## config.mk

```make
export PLATFORM = sky130hd
export DESIGN_NAME = tefs_top
export DESIGN_NICKNAME = d
export VERILOG_FILES = /design/src/tefs_pkg.sv /design/src/tefs_apb_slave.sv /design/src/tefs_chan_flags.sv /design/src/tefs_top.sv
export VERILOG_INCLUDE_DIRS = /design/src
export SDC_FILE = /design/constraint.sdc
export NUM_CORES = 1
export LEC_CHECK = 0
export BUFFER_PORTS_ARGS = -buffer_cell sky130_fd_sc_hd__buf_4
export CORE_MARGIN = 5
export CORE_UTILIZATION = 49
export CTS_CLUSTER_SIZE = 24
export DETAILED_ROUTE_END_ITERATION = 10
export PLACE_DENSITY = 0.86
export SLEW_MARGIN = 20
export SYNTH_ARGS = -nofsm -noshare
export SYNTH_HDL_FRONTEND = slang
export SYNTH_SLANG_ARGS = --single-unit
```

## constraint.sdc

```tcl
create_clock -name clk_sys -period 4.4 [get_ports clk_sys]
set_input_delay 0.22 -clock clk_sys [delete_from_list [all_inputs] [get_ports clk_sys]]
set_output_delay 0.22 -clock clk_sys [all_outputs]
set_load 0.01 [all_outputs]
```

## src/tefs_regs.svh

```systemverilog
`ifndef TEFS_REGS_SVH
`define TEFS_REGS_SVH
// ==========================================================
// register offsets
`define TEFS_OFS_EVENT_GEN 12'h078
`define TEFS_OFS_FLAG_STATUS 12'h07c
`define TEFS_OFS_CHAN_CONFIG 12'h0a0
`define TEFS_OFS_IRQ_STATUS 12'h0a4
`define TEFS_OFS_IRQ_MASK 12'h0a8
// ==========================================================
// field positions
`define TEFS_BIT_TRIGGER 10
`define TEFS_BIT_UPDATE 8
`define TEFS_BIT_OVERCAP0 4
`define TEFS_BIT_MATCHCAP0 0
`define TEFS_BIT_CENTER 8
// ==========================================================
// reset values and masks
`define TEFS_RST_FLAGS 11'h000
`define TEFS_RST_CONFIG 9'h000
`define TEFS_FLAG_MASK 11'h5ff
`endif

```

## src/tefs_pkg.sv

```systemverilog
package tefs_pkg;
	// counter and compare values
	typedef logic [15:0] tefs_cnt_t;
	// flag layout: [10] trigger, [8] update, [7:4] over-capture, [3:0] match/capture
	typedef logic [10:0] tefs_flags_t;
endpackage

```

## src/tefs_apb_slave.sv

```systemverilog
`timescale 1ns/1ps
`include "tefs_regs.svh"
// apb slave: one wait state, read data and answer from flops
module tefs_apb_slave
	import tefs_pkg::*;
(
	input wire logic clk_sys,
	input wire logic resetn,
	input wire logic psel,
	input wire logic penable,
	input wire logic [11:0] paddr,
	input wire logic [31:0] rd_value,
	input wire logic addr_hit,
	output logic [31:0] prdata,
	output logic pready,
	output logic pslverr,
	output logic xfer_fire
);
	logic pready_q, pready_d;
	logic pslverr_q, pslverr_d;
	logic [31:0] prdata_q, prdata_d;
	logic access;

	// ==========================================================
	// access phase handling
	assign access = psel & penable;
	assign xfer_fire = access & pready_q; // completing edge
	always_comb
	begin
		pready_d = access & ~pready_q;
		pslverr_d = 1'b0;
		prdata_d = 32'h00000000;
		if (access & ~pready_q)
		begin
			pslverr_d = ~addr_hit; // unmapped address
			prdata_d = addr_hit ? rd_value : 32'h00000000;
		end
	end

	always_ff @(posedge clk_sys or negedge resetn)
	begin
		if (!resetn)
		begin
			pready_q <= 1'b0;
			pslverr_q <= 1'b0;
			prdata_q <= 32'h00000000;
		end
		else
		begin
			pready_q <= pready_d;
			pslverr_q <= pslverr_d;
			prdata_q <= prdata_d;
		end
	end

	assign pready = pready_q;
	assign pslverr = pslverr_q;
	assign prdata = prdata_q;
endmodule

```

## src/tefs_chan_flags.sv

```systemverilog
`timescale 1ns/1ps
// one channel: match/capture flag and over-capture flag
module tefs_chan_flags (
	input wire logic clk_sys,
	input wire logic resetn,
	input wire logic match_hit,
	input wire logic capture_hit,
	input wire logic sw_gen,
	input wire logic is_input,
	input wire logic clr_cc,
	input wire logic clr_oc,
	input wire logic ccr_read,
	output logic cc_flag,
	output logic oc_flag,
	output logic cap_load,
	output logic cc_set_evt,
	output logic oc_set_evt
);
	logic cc_q, cc_d, oc_q, oc_d;
	logic pend_q, pend_d, load_q, load_d;
	logic cap_event;

	// ==========================================================
	// flag next state, set wins over any clear
	always_comb
	begin
		pend_d = sw_gen & is_input; // capture first, flag next cycle
		load_d = sw_gen & is_input;
		cap_event = capture_hit | pend_q;
		cc_set_evt = match_hit | cap_event | (sw_gen & ~is_input);
		oc_set_evt = cap_event & cc_q;
		cc_d = cc_set_evt | (cc_q & ~clr_cc & ~(ccr_read & is_input));
		oc_d = oc_set_evt | (oc_q & ~clr_oc);
	end

	always_ff @(posedge clk_sys or negedge resetn)
	begin
		if (!resetn)
		begin
			cc_q <= 1'b0;
			oc_q <= 1'b0;
			pend_q <= 1'b0;
			load_q <= 1'b0;
		end
		else
		begin
			cc_q <= cc_d;
			oc_q <= oc_d;
			pend_q <= pend_d;
			load_q <= load_d;
		end
	end

	assign cc_flag = cc_q;
	assign oc_flag = oc_q;
	assign cap_load = load_q;
endmodule

```

## src/tefs_top.sv

```systemverilog
`timescale 1ns/1ps
`include "tefs_regs.svh"
// How it works
// trigger event sets sticky trigger flag
// update event sets flag, held until cleared
// update from overflow, generation bit, restart
// capture while flag set sets over-capture
// software writes zero to clear flags
// output match sets flag, not center-aligned
// input capture sets; write-zero or read clears
// trigger generation bit sets flag, self-clears
// input generation: load capture, then flag
// write one ignored, reserved zero, set wins
module tefs_top
	import tefs_pkg::*;
(
	input wire logic clk_sys,
	input wire logic resetn,
	input wire logic psel,
	input wire logic penable,
	input wire logic pwrite,
	input wire logic [11:0] paddr,
	input wire logic [31:0] pwdata,
	output logic [31:0] prdata,
	output logic pready,
	output logic pslverr,
	input wire tefs_pkg::tefs_cnt_t counter_value,
	input wire logic cnt_tick,
	input wire tefs_pkg::tefs_cnt_t chan0_compare_value,
	input wire tefs_pkg::tefs_cnt_t chan1_compare_value,
	input wire tefs_pkg::tefs_cnt_t chan2_compare_value,
	input wire tefs_pkg::tefs_cnt_t chan3_compare_value,
	input wire logic overflow_pulse,
	input wire logic restart_trigger_pulse,
	input wire logic trigger_pulse,
	input wire logic [3:0] chan_capture_pulse,
	input wire logic [3:0] ccr_read_pulse,
	output logic [3:0] chan_capture_load,
	output logic update_gen_pulse,
	output logic trigger_gen_pulse,
	output logic [3:0] chan_input_mode,
	output logic center_aligned,
	output logic irq
);
	import tefs_pkg::*;

	logic xfer_fire, wr_fire, rd_fire, addr_hit;
	logic [31:0] rd_value;
	tefs_flags_t flags, set_evt, clr_w0;
	tefs_flags_t irq_status_q, irq_status_d, irq_mask_q, irq_mask_d;
	logic [8:0] config_q, config_d;
	logic tgen_q, tgen_d, ugen_q, ugen_d;
	logic [3:0] ccg_q, ccg_d;
	logic trig_flag_q, trig_flag_d, upd_flag_q, upd_flag_d;
	logic irq_q, irq_d;
	logic wr_evg, wr_status, rd_irq_status;
	tefs_cnt_t cmp_value [4];
	logic [3:0] cc_flag, oc_flag, cc_set, oc_set;

	// ==========================================================
	// bus slave and decode
	tefs_apb_slave u_apb (
		.clk_sys(clk_sys),
		.resetn(resetn),
		.psel(psel),
		.penable(penable),
		.paddr(paddr),
		.rd_value(rd_value),
		.addr_hit(addr_hit),
		.prdata(prdata),
		.pready(pready),
		.pslverr(pslverr),
		.xfer_fire(xfer_fire)
	);

	// strobes at the completing edge only
	assign wr_fire = xfer_fire & pwrite;
	assign rd_fire = xfer_fire & ~pwrite;
	assign wr_evg = wr_fire & (paddr == `TEFS_OFS_EVENT_GEN);
	assign wr_status = wr_fire & (paddr == `TEFS_OFS_FLAG_STATUS);
	assign rd_irq_status = rd_fire & (paddr == `TEFS_OFS_IRQ_STATUS);

	// read mux, reserved bits zero
	always_comb
	begin
		addr_hit = 1'b1;
		rd_value = 32'h00000000;
		unique case (paddr)
			`TEFS_OFS_EVENT_GEN: rd_value = 32'h00000000;
			`TEFS_OFS_FLAG_STATUS: rd_value = {21'h000000, flags & `TEFS_FLAG_MASK};
			`TEFS_OFS_CHAN_CONFIG: rd_value = {23'h000000, config_q};
			`TEFS_OFS_IRQ_STATUS: rd_value = {21'h000000, irq_status_q};
			`TEFS_OFS_IRQ_MASK: rd_value = {21'h000000, irq_mask_q};
			default: addr_hit = 1'b0;
		endcase
	end

	// ==========================================================
	// configuration and self-clearing generation bits
	always_comb
	begin
		config_d = config_q;
		if (wr_fire && paddr == `TEFS_OFS_CHAN_CONFIG)
		begin
			config_d = {pwdata[`TEFS_BIT_CENTER], 4'h0, pwdata[3:0]};
		end
		tgen_d = wr_evg & pwdata[`TEFS_BIT_TRIGGER]; // one cycle, then clear
		ugen_d = wr_evg & pwdata[`TEFS_BIT_UPDATE];
		ccg_d = wr_evg ? pwdata[3:0] : 4'h0;
	end

	always_ff @(posedge clk_sys or negedge resetn)
	begin
		if (!resetn)
		begin
			config_q <= `TEFS_RST_CONFIG;
			tgen_q <= 1'b0;
			ugen_q <= 1'b0;
			ccg_q <= 4'h0;
		end
		else
		begin
			config_q <= config_d;
			tgen_q <= tgen_d;
			ugen_q <= ugen_d;
			ccg_q <= ccg_d;
		end
	end

	assign chan_input_mode = config_q[3:0];
	assign center_aligned = config_q[`TEFS_BIT_CENTER];
	assign trigger_gen_pulse = tgen_q;
	assign update_gen_pulse = ugen_q;

	// ==========================================================
	// write-zero clear vector; a one leaves the bit alone
	assign clr_w0 = wr_status ? ~pwdata[10:0] : 11'h000;

	// ==========================================================
	// trigger and update flags
	always_comb
	begin
		trig_flag_d = trigger_pulse | tgen_q | (trig_flag_q & ~clr_w0[`TEFS_BIT_TRIGGER]);
		upd_flag_d = overflow_pulse | restart_trigger_pulse | ugen_q
			| (upd_flag_q & ~clr_w0[`TEFS_BIT_UPDATE]);
	end

	always_ff @(posedge clk_sys or negedge resetn)
	begin
		if (!resetn)
		begin
			trig_flag_q <= 1'b0;
			upd_flag_q <= 1'b0;
		end
		else
		begin
			trig_flag_q <= trig_flag_d;
			upd_flag_q <= upd_flag_d;
		end
	end

	// ==========================================================
	// per-channel flags
	assign cmp_value[0] = chan0_compare_value;
	assign cmp_value[1] = chan1_compare_value;
	assign cmp_value[2] = chan2_compare_value;
	assign cmp_value[3] = chan3_compare_value;

	genvar gi;
	generate
		for (gi = 0; gi < 4; gi++)
		begin : g_chan
			tefs_chan_flags u_chan (
				.clk_sys(clk_sys),
				.resetn(resetn),
				.match_hit(~config_q[gi] & ~center_aligned & cnt_tick
					& (counter_value == cmp_value[gi])),
				.capture_hit(config_q[gi] & chan_capture_pulse[gi]),
				.sw_gen(ccg_q[gi]),
				.is_input(config_q[gi]),
				.clr_cc(clr_w0[`TEFS_BIT_MATCHCAP0 + gi]),
				.clr_oc(clr_w0[`TEFS_BIT_OVERCAP0 + gi]),
				.ccr_read(ccr_read_pulse[gi]),
				.cc_flag(cc_flag[gi]),
				.oc_flag(oc_flag[gi]),
				.cap_load(chan_capture_load[gi]),
				.cc_set_evt(cc_set[gi]),
				.oc_set_evt(oc_set[gi])
			);
		end
	endgenerate

	assign flags = {trig_flag_q, 1'b0, upd_flag_q, oc_flag, cc_flag};

	// ==========================================================
	// interrupt status (read clears, set wins), mask, output
	assign set_evt = {trigger_pulse | tgen_q, 1'b0,
		overflow_pulse | restart_trigger_pulse | ugen_q, oc_set, cc_set};

	always_comb
	begin
		irq_mask_d = irq_mask_q;
		if (wr_fire && paddr == `TEFS_OFS_IRQ_MASK)
		begin
			irq_mask_d = pwdata[10:0] & `TEFS_FLAG_MASK;
		end
		irq_status_d = set_evt | (rd_irq_status ? 11'h000 : irq_status_q);
		irq_d = |(irq_status_d & irq_mask_d);
	end

	always_ff @(posedge clk_sys or negedge resetn)
	begin
		if (!resetn)
		begin
			irq_status_q <= `TEFS_RST_FLAGS;
			irq_mask_q <= `TEFS_RST_FLAGS;
			irq_q <= 1'b0;
		end
		else
		begin
			irq_status_q <= irq_status_d;
			irq_mask_q <= irq_mask_d;
			irq_q <= irq_d;
		end
	end

	assign irq = irq_q;

	// per-channel checks
	generate
		for (gi = 0; gi < 4; gi++)
		begin : g_chk

		end
	endgenerate
endmodule
```

==> results by group <==
Run status
  • Status: completed

Timing
  • Worst hold slack: 0.103 ns
  • Relative slew margins: 36.6%
  • Min Clock Period, post-route: 3.11 ns
  • F_max: 321 MHz
  • Fin Clk Skew: 0.00783 ns
  • Final setup TNS: 0 ns
  • Crit share post-route: 70.8%
  • Max Slew Vio Count: 0
  • RSZ-0062 raised after global routing: false
  • Setup-failing EPs final: 0
  • Hold Fails Final Rpt: 0
  • Worst-margin pin slew: 0.944 ns

Logic synthesis
  • Ys Warns: 0
  • Synth Register Bits: 61
  • Syn avg cell area: 10.2 µm²
  • Cell count after synthesis: 353
  • Top_reg_cell synth: dfrtp_1
  • Yosys top cell area share: 42.3%
  • Largest area contributor in the netlist: dfrtp_1
  • FFs w/ async S/R, synth: 100%
  • Post-synthesis cell area: 3610 µm²
  • Sequential fraction of the synthesis area: 42.3%
  • Distinct cell type count after synthesis: 46
  • Post-synth EDFFs: 0
  • Largest cells by area after synthesis: dfrtp_1 42%, xor2_1 12%, buf_4 6.2%

Global routing
  • First-pass GRT wire length: 15900 µm
  • Tot GR Track Use: 23.1%
  • Largest net degree at the start of global routing: 62
  • Initial antenna violation count: 0
  • GR Overflow Total: 0
  • Vias in the first global route: 3266

Setup path
  • Reg2reg end: irq
  • CP max FO: 11
  • CP Cell Sequence: and4_2, nand4_1, mux2i_1, o22ai_1, or4b_1, or4b_1
  • Setup crit start kind: register
  • Worst Path Required: 4.60 ns
  • Max incr delay on CP: 0.63 ns
  • Setup CP Type: reg2reg
  • Crit path from: u_apb.pready
  • R2R Path Start: u_apb.pready
  • Critical path arrival: 3.32 ns
  • Worst R2R Setup Slack: 1.29 ns
  • Worst path top cell family by delay: simple AND/OR/NAND/NOR gates
  • Worst Setup EP: irq
  • CP Capture Type: register
  • R2r worst-path depth: 6
  • Most frequent CP cell: or4b_1
  • WP depth: 6
  • Buffers plus inverters on the worst setup path: 0
  • Crit-path slowest cell: nand4_1

Placed design
  • Number of buffers added on ports: 143
  • Routability Congestion: 0.872
  • DP HPWL: 8340 µm

Power
  • Lkg Pwr: 0.00257 µW
  • Peak supply drop: 0.000164 V
  • Pwr Density: 250 nW/µm²

Clock tree
  • Clock Latency Late Sink: 0.33 ns
  • Cts bufs inserted: 9
  • CTS resizes: 0
  • H-Tree Level Count: 3
  • Max Buffers Root-to-Sink: 2
  • TritonCTS clock tree: built
  • CTS Sinks: 61
  • Post-CTS Setup Bufs: 0
  • CTS Root Cell: clkbuf_8
  • Clock-pin slew on the worst setup and hold paths: 0.06 ns

Floorplanning
  • Starting Density: 50.0%
  • Top-Level Pins: 187
  • Row Count: 31
  • Core area: 7210 µm²
  • Die area: 9170 µm²
  • Die Y: 95.8 µm
  • Die Width: 95.8 µm

Drt
  • Final WL: 10500 µm
  • Antenna viol nets, final: 0
  • Iter 0 DRT Violations: 195
  • Drt first pass iters: 5
  • Vias per inst: 5.31
  • Wire per inst: 17.6 µm
  • Vias post-DR: 3166
  • Number of remaining DRC errors: 0

Finish
  • Layout cells sized above 1: 33.0%
  • Commonest non-fill, non-tap cells in the layout: 144 x buf_4, 61 x dfrtp_1, 50 x xor2_1
  • N_diodes: 0
  • Commonest non-fill, non-tap cell in the layout: buf_4
  • Synthesis-to-finish area growth: 33.6%
  • Layout Nets: 634

Worst hold path
  • Min-delay worst type: in2reg

Run
  • Max-cap violations: 0
[worst min path at each step]
stage	startpoint	end	slack (ns)	cells past startpoint
2_1_floorplan	resetn	ccg_q[0]	-0.08	0
3_3_place_gp	resetn	u_apb.pslverr	0.32	1
3_5_place_dp	resetn	u_apb.pslverr	0.33	1
4_1_cts	trigger_pulse	trig_flag_q	0.08	3
5_1_grt	trigger_pulse	trig_flag_q	0.09	3
6_report	trigger_pulse	trig_flag_q	0.10	3
[per-layer routing]
layer | routed length, µm | vias to the layer above | track usage (%)
met4 | 168 | 0 | 7.82
met1 | 3800 | 1513 | 25.7
met5 | 0 | - | 0
met3 | 1010 | 14 | 6.49
li1 | - | 1469 | -
met2 | 5470 | 170 | 41.9
[area by class of cell]
type / count / area (µm²)
clock buffers: 14 / 173
well taps: 99 / 124
inverters: 16 / 60.1
flip-flops and latches: 61 / 1530
clock inverters: 1 / 5.00
repair buffers: 145 / 1090
multi-input cells: 260 / 1840
fillers: 554 / 2400
[Yosys cell counts, drive strengths merged (2+ instances only)]
library cell / instances
a21oi: 4
or4b: 2
nor3: 4
a221oi: 5
a21boi: 7
nand3: 2
and2: 13
nand3b: 3
nor4b: 2
xnor2: 14
nand2: 19
or3: 5
clkbuf: 3
and4b: 2
o22ai: 2
mux2i: 10
nand2b: 2
a21o: 9
nor4: 17
buf: 33
o211a: 2
a22oi: 2
inv: 16
xor2: 50
nor2: 21
dfrtp: 61
o21ai: 9
o211ai: 2
a222oi: 5
mux2: 10
nand4: 9
[timing repair]
action                     CTS  global route
hold buffers                 1             0
hold endpoints to repair    61             0
setup endpoints to repair    0             0
[report_power, final]
group / internal (µW) / total, µW / switching (µW)
clock network: 247 / 445 / 198
logic: 104 / 195 / 90.3
registers: 562 / 563 / 0.962
total: 914 / 1200 / 290
[cell families after synthesis]
family / Yosys count / synth area share, %
flip-flops: 61 / 42.3
buffers and inverters: 52 / 8.81
XOR/XNOR: 64 / 15.5
multiplexers: 20 / 5.90
other: 1 / 0.104
AND/OR/NAND/NOR: 106 / 17.4
AO/OA/AOI/OAI: 49 / 9.92
[stage by stage]
step | std cells | area, µm² | total power [µW] | util (%) | worst slack [ns]
after global routing | 596 | 4820 | 1250 | 66.8 | 1.17
after floorplan | 373 | 3680 | 652 | - | 1.94
after detailed placement | 580 | 4630 | 767 | 64.2 | 1.34
after global placement | 580 | 4630 | 762 | 64.2 | 1.36
final | 596 | 4820 | 1200 | 66.8 | 1.29
after CTS | 596 | 4820 | 1200 | 66.8 | 1.31
[worst reg2reg max path, cell delays in order (launching register included)]
cell and delay (ns):
dfrtp_1 0.39, and4_2 0.32, nand4_1 0.63, mux2i_1 0.45
o22ai_1 0.14, or4b_1 0.54, or4b_1 0.52
[sequential cells by signal, indices dropped and copies added, names as in the netlist]
name,count
u_apb.prdata,11
trigger_gen_pulse,1
u_apb.pslverr,1
g_chan.u_chan.oc_flag,4
trig_flag_q,1
irq_status_q,11
irq_mask_q,11
g_chan.u_chan.cc_flag,4
g_chan.u_chan.pend_q,4
config_q,5
update_gen_pulse,1
upd_flag_q,1
ccg_q,4
irq,1
u_apb.pready,1
No activity file was read; power rests on OpenSTA's default activity.
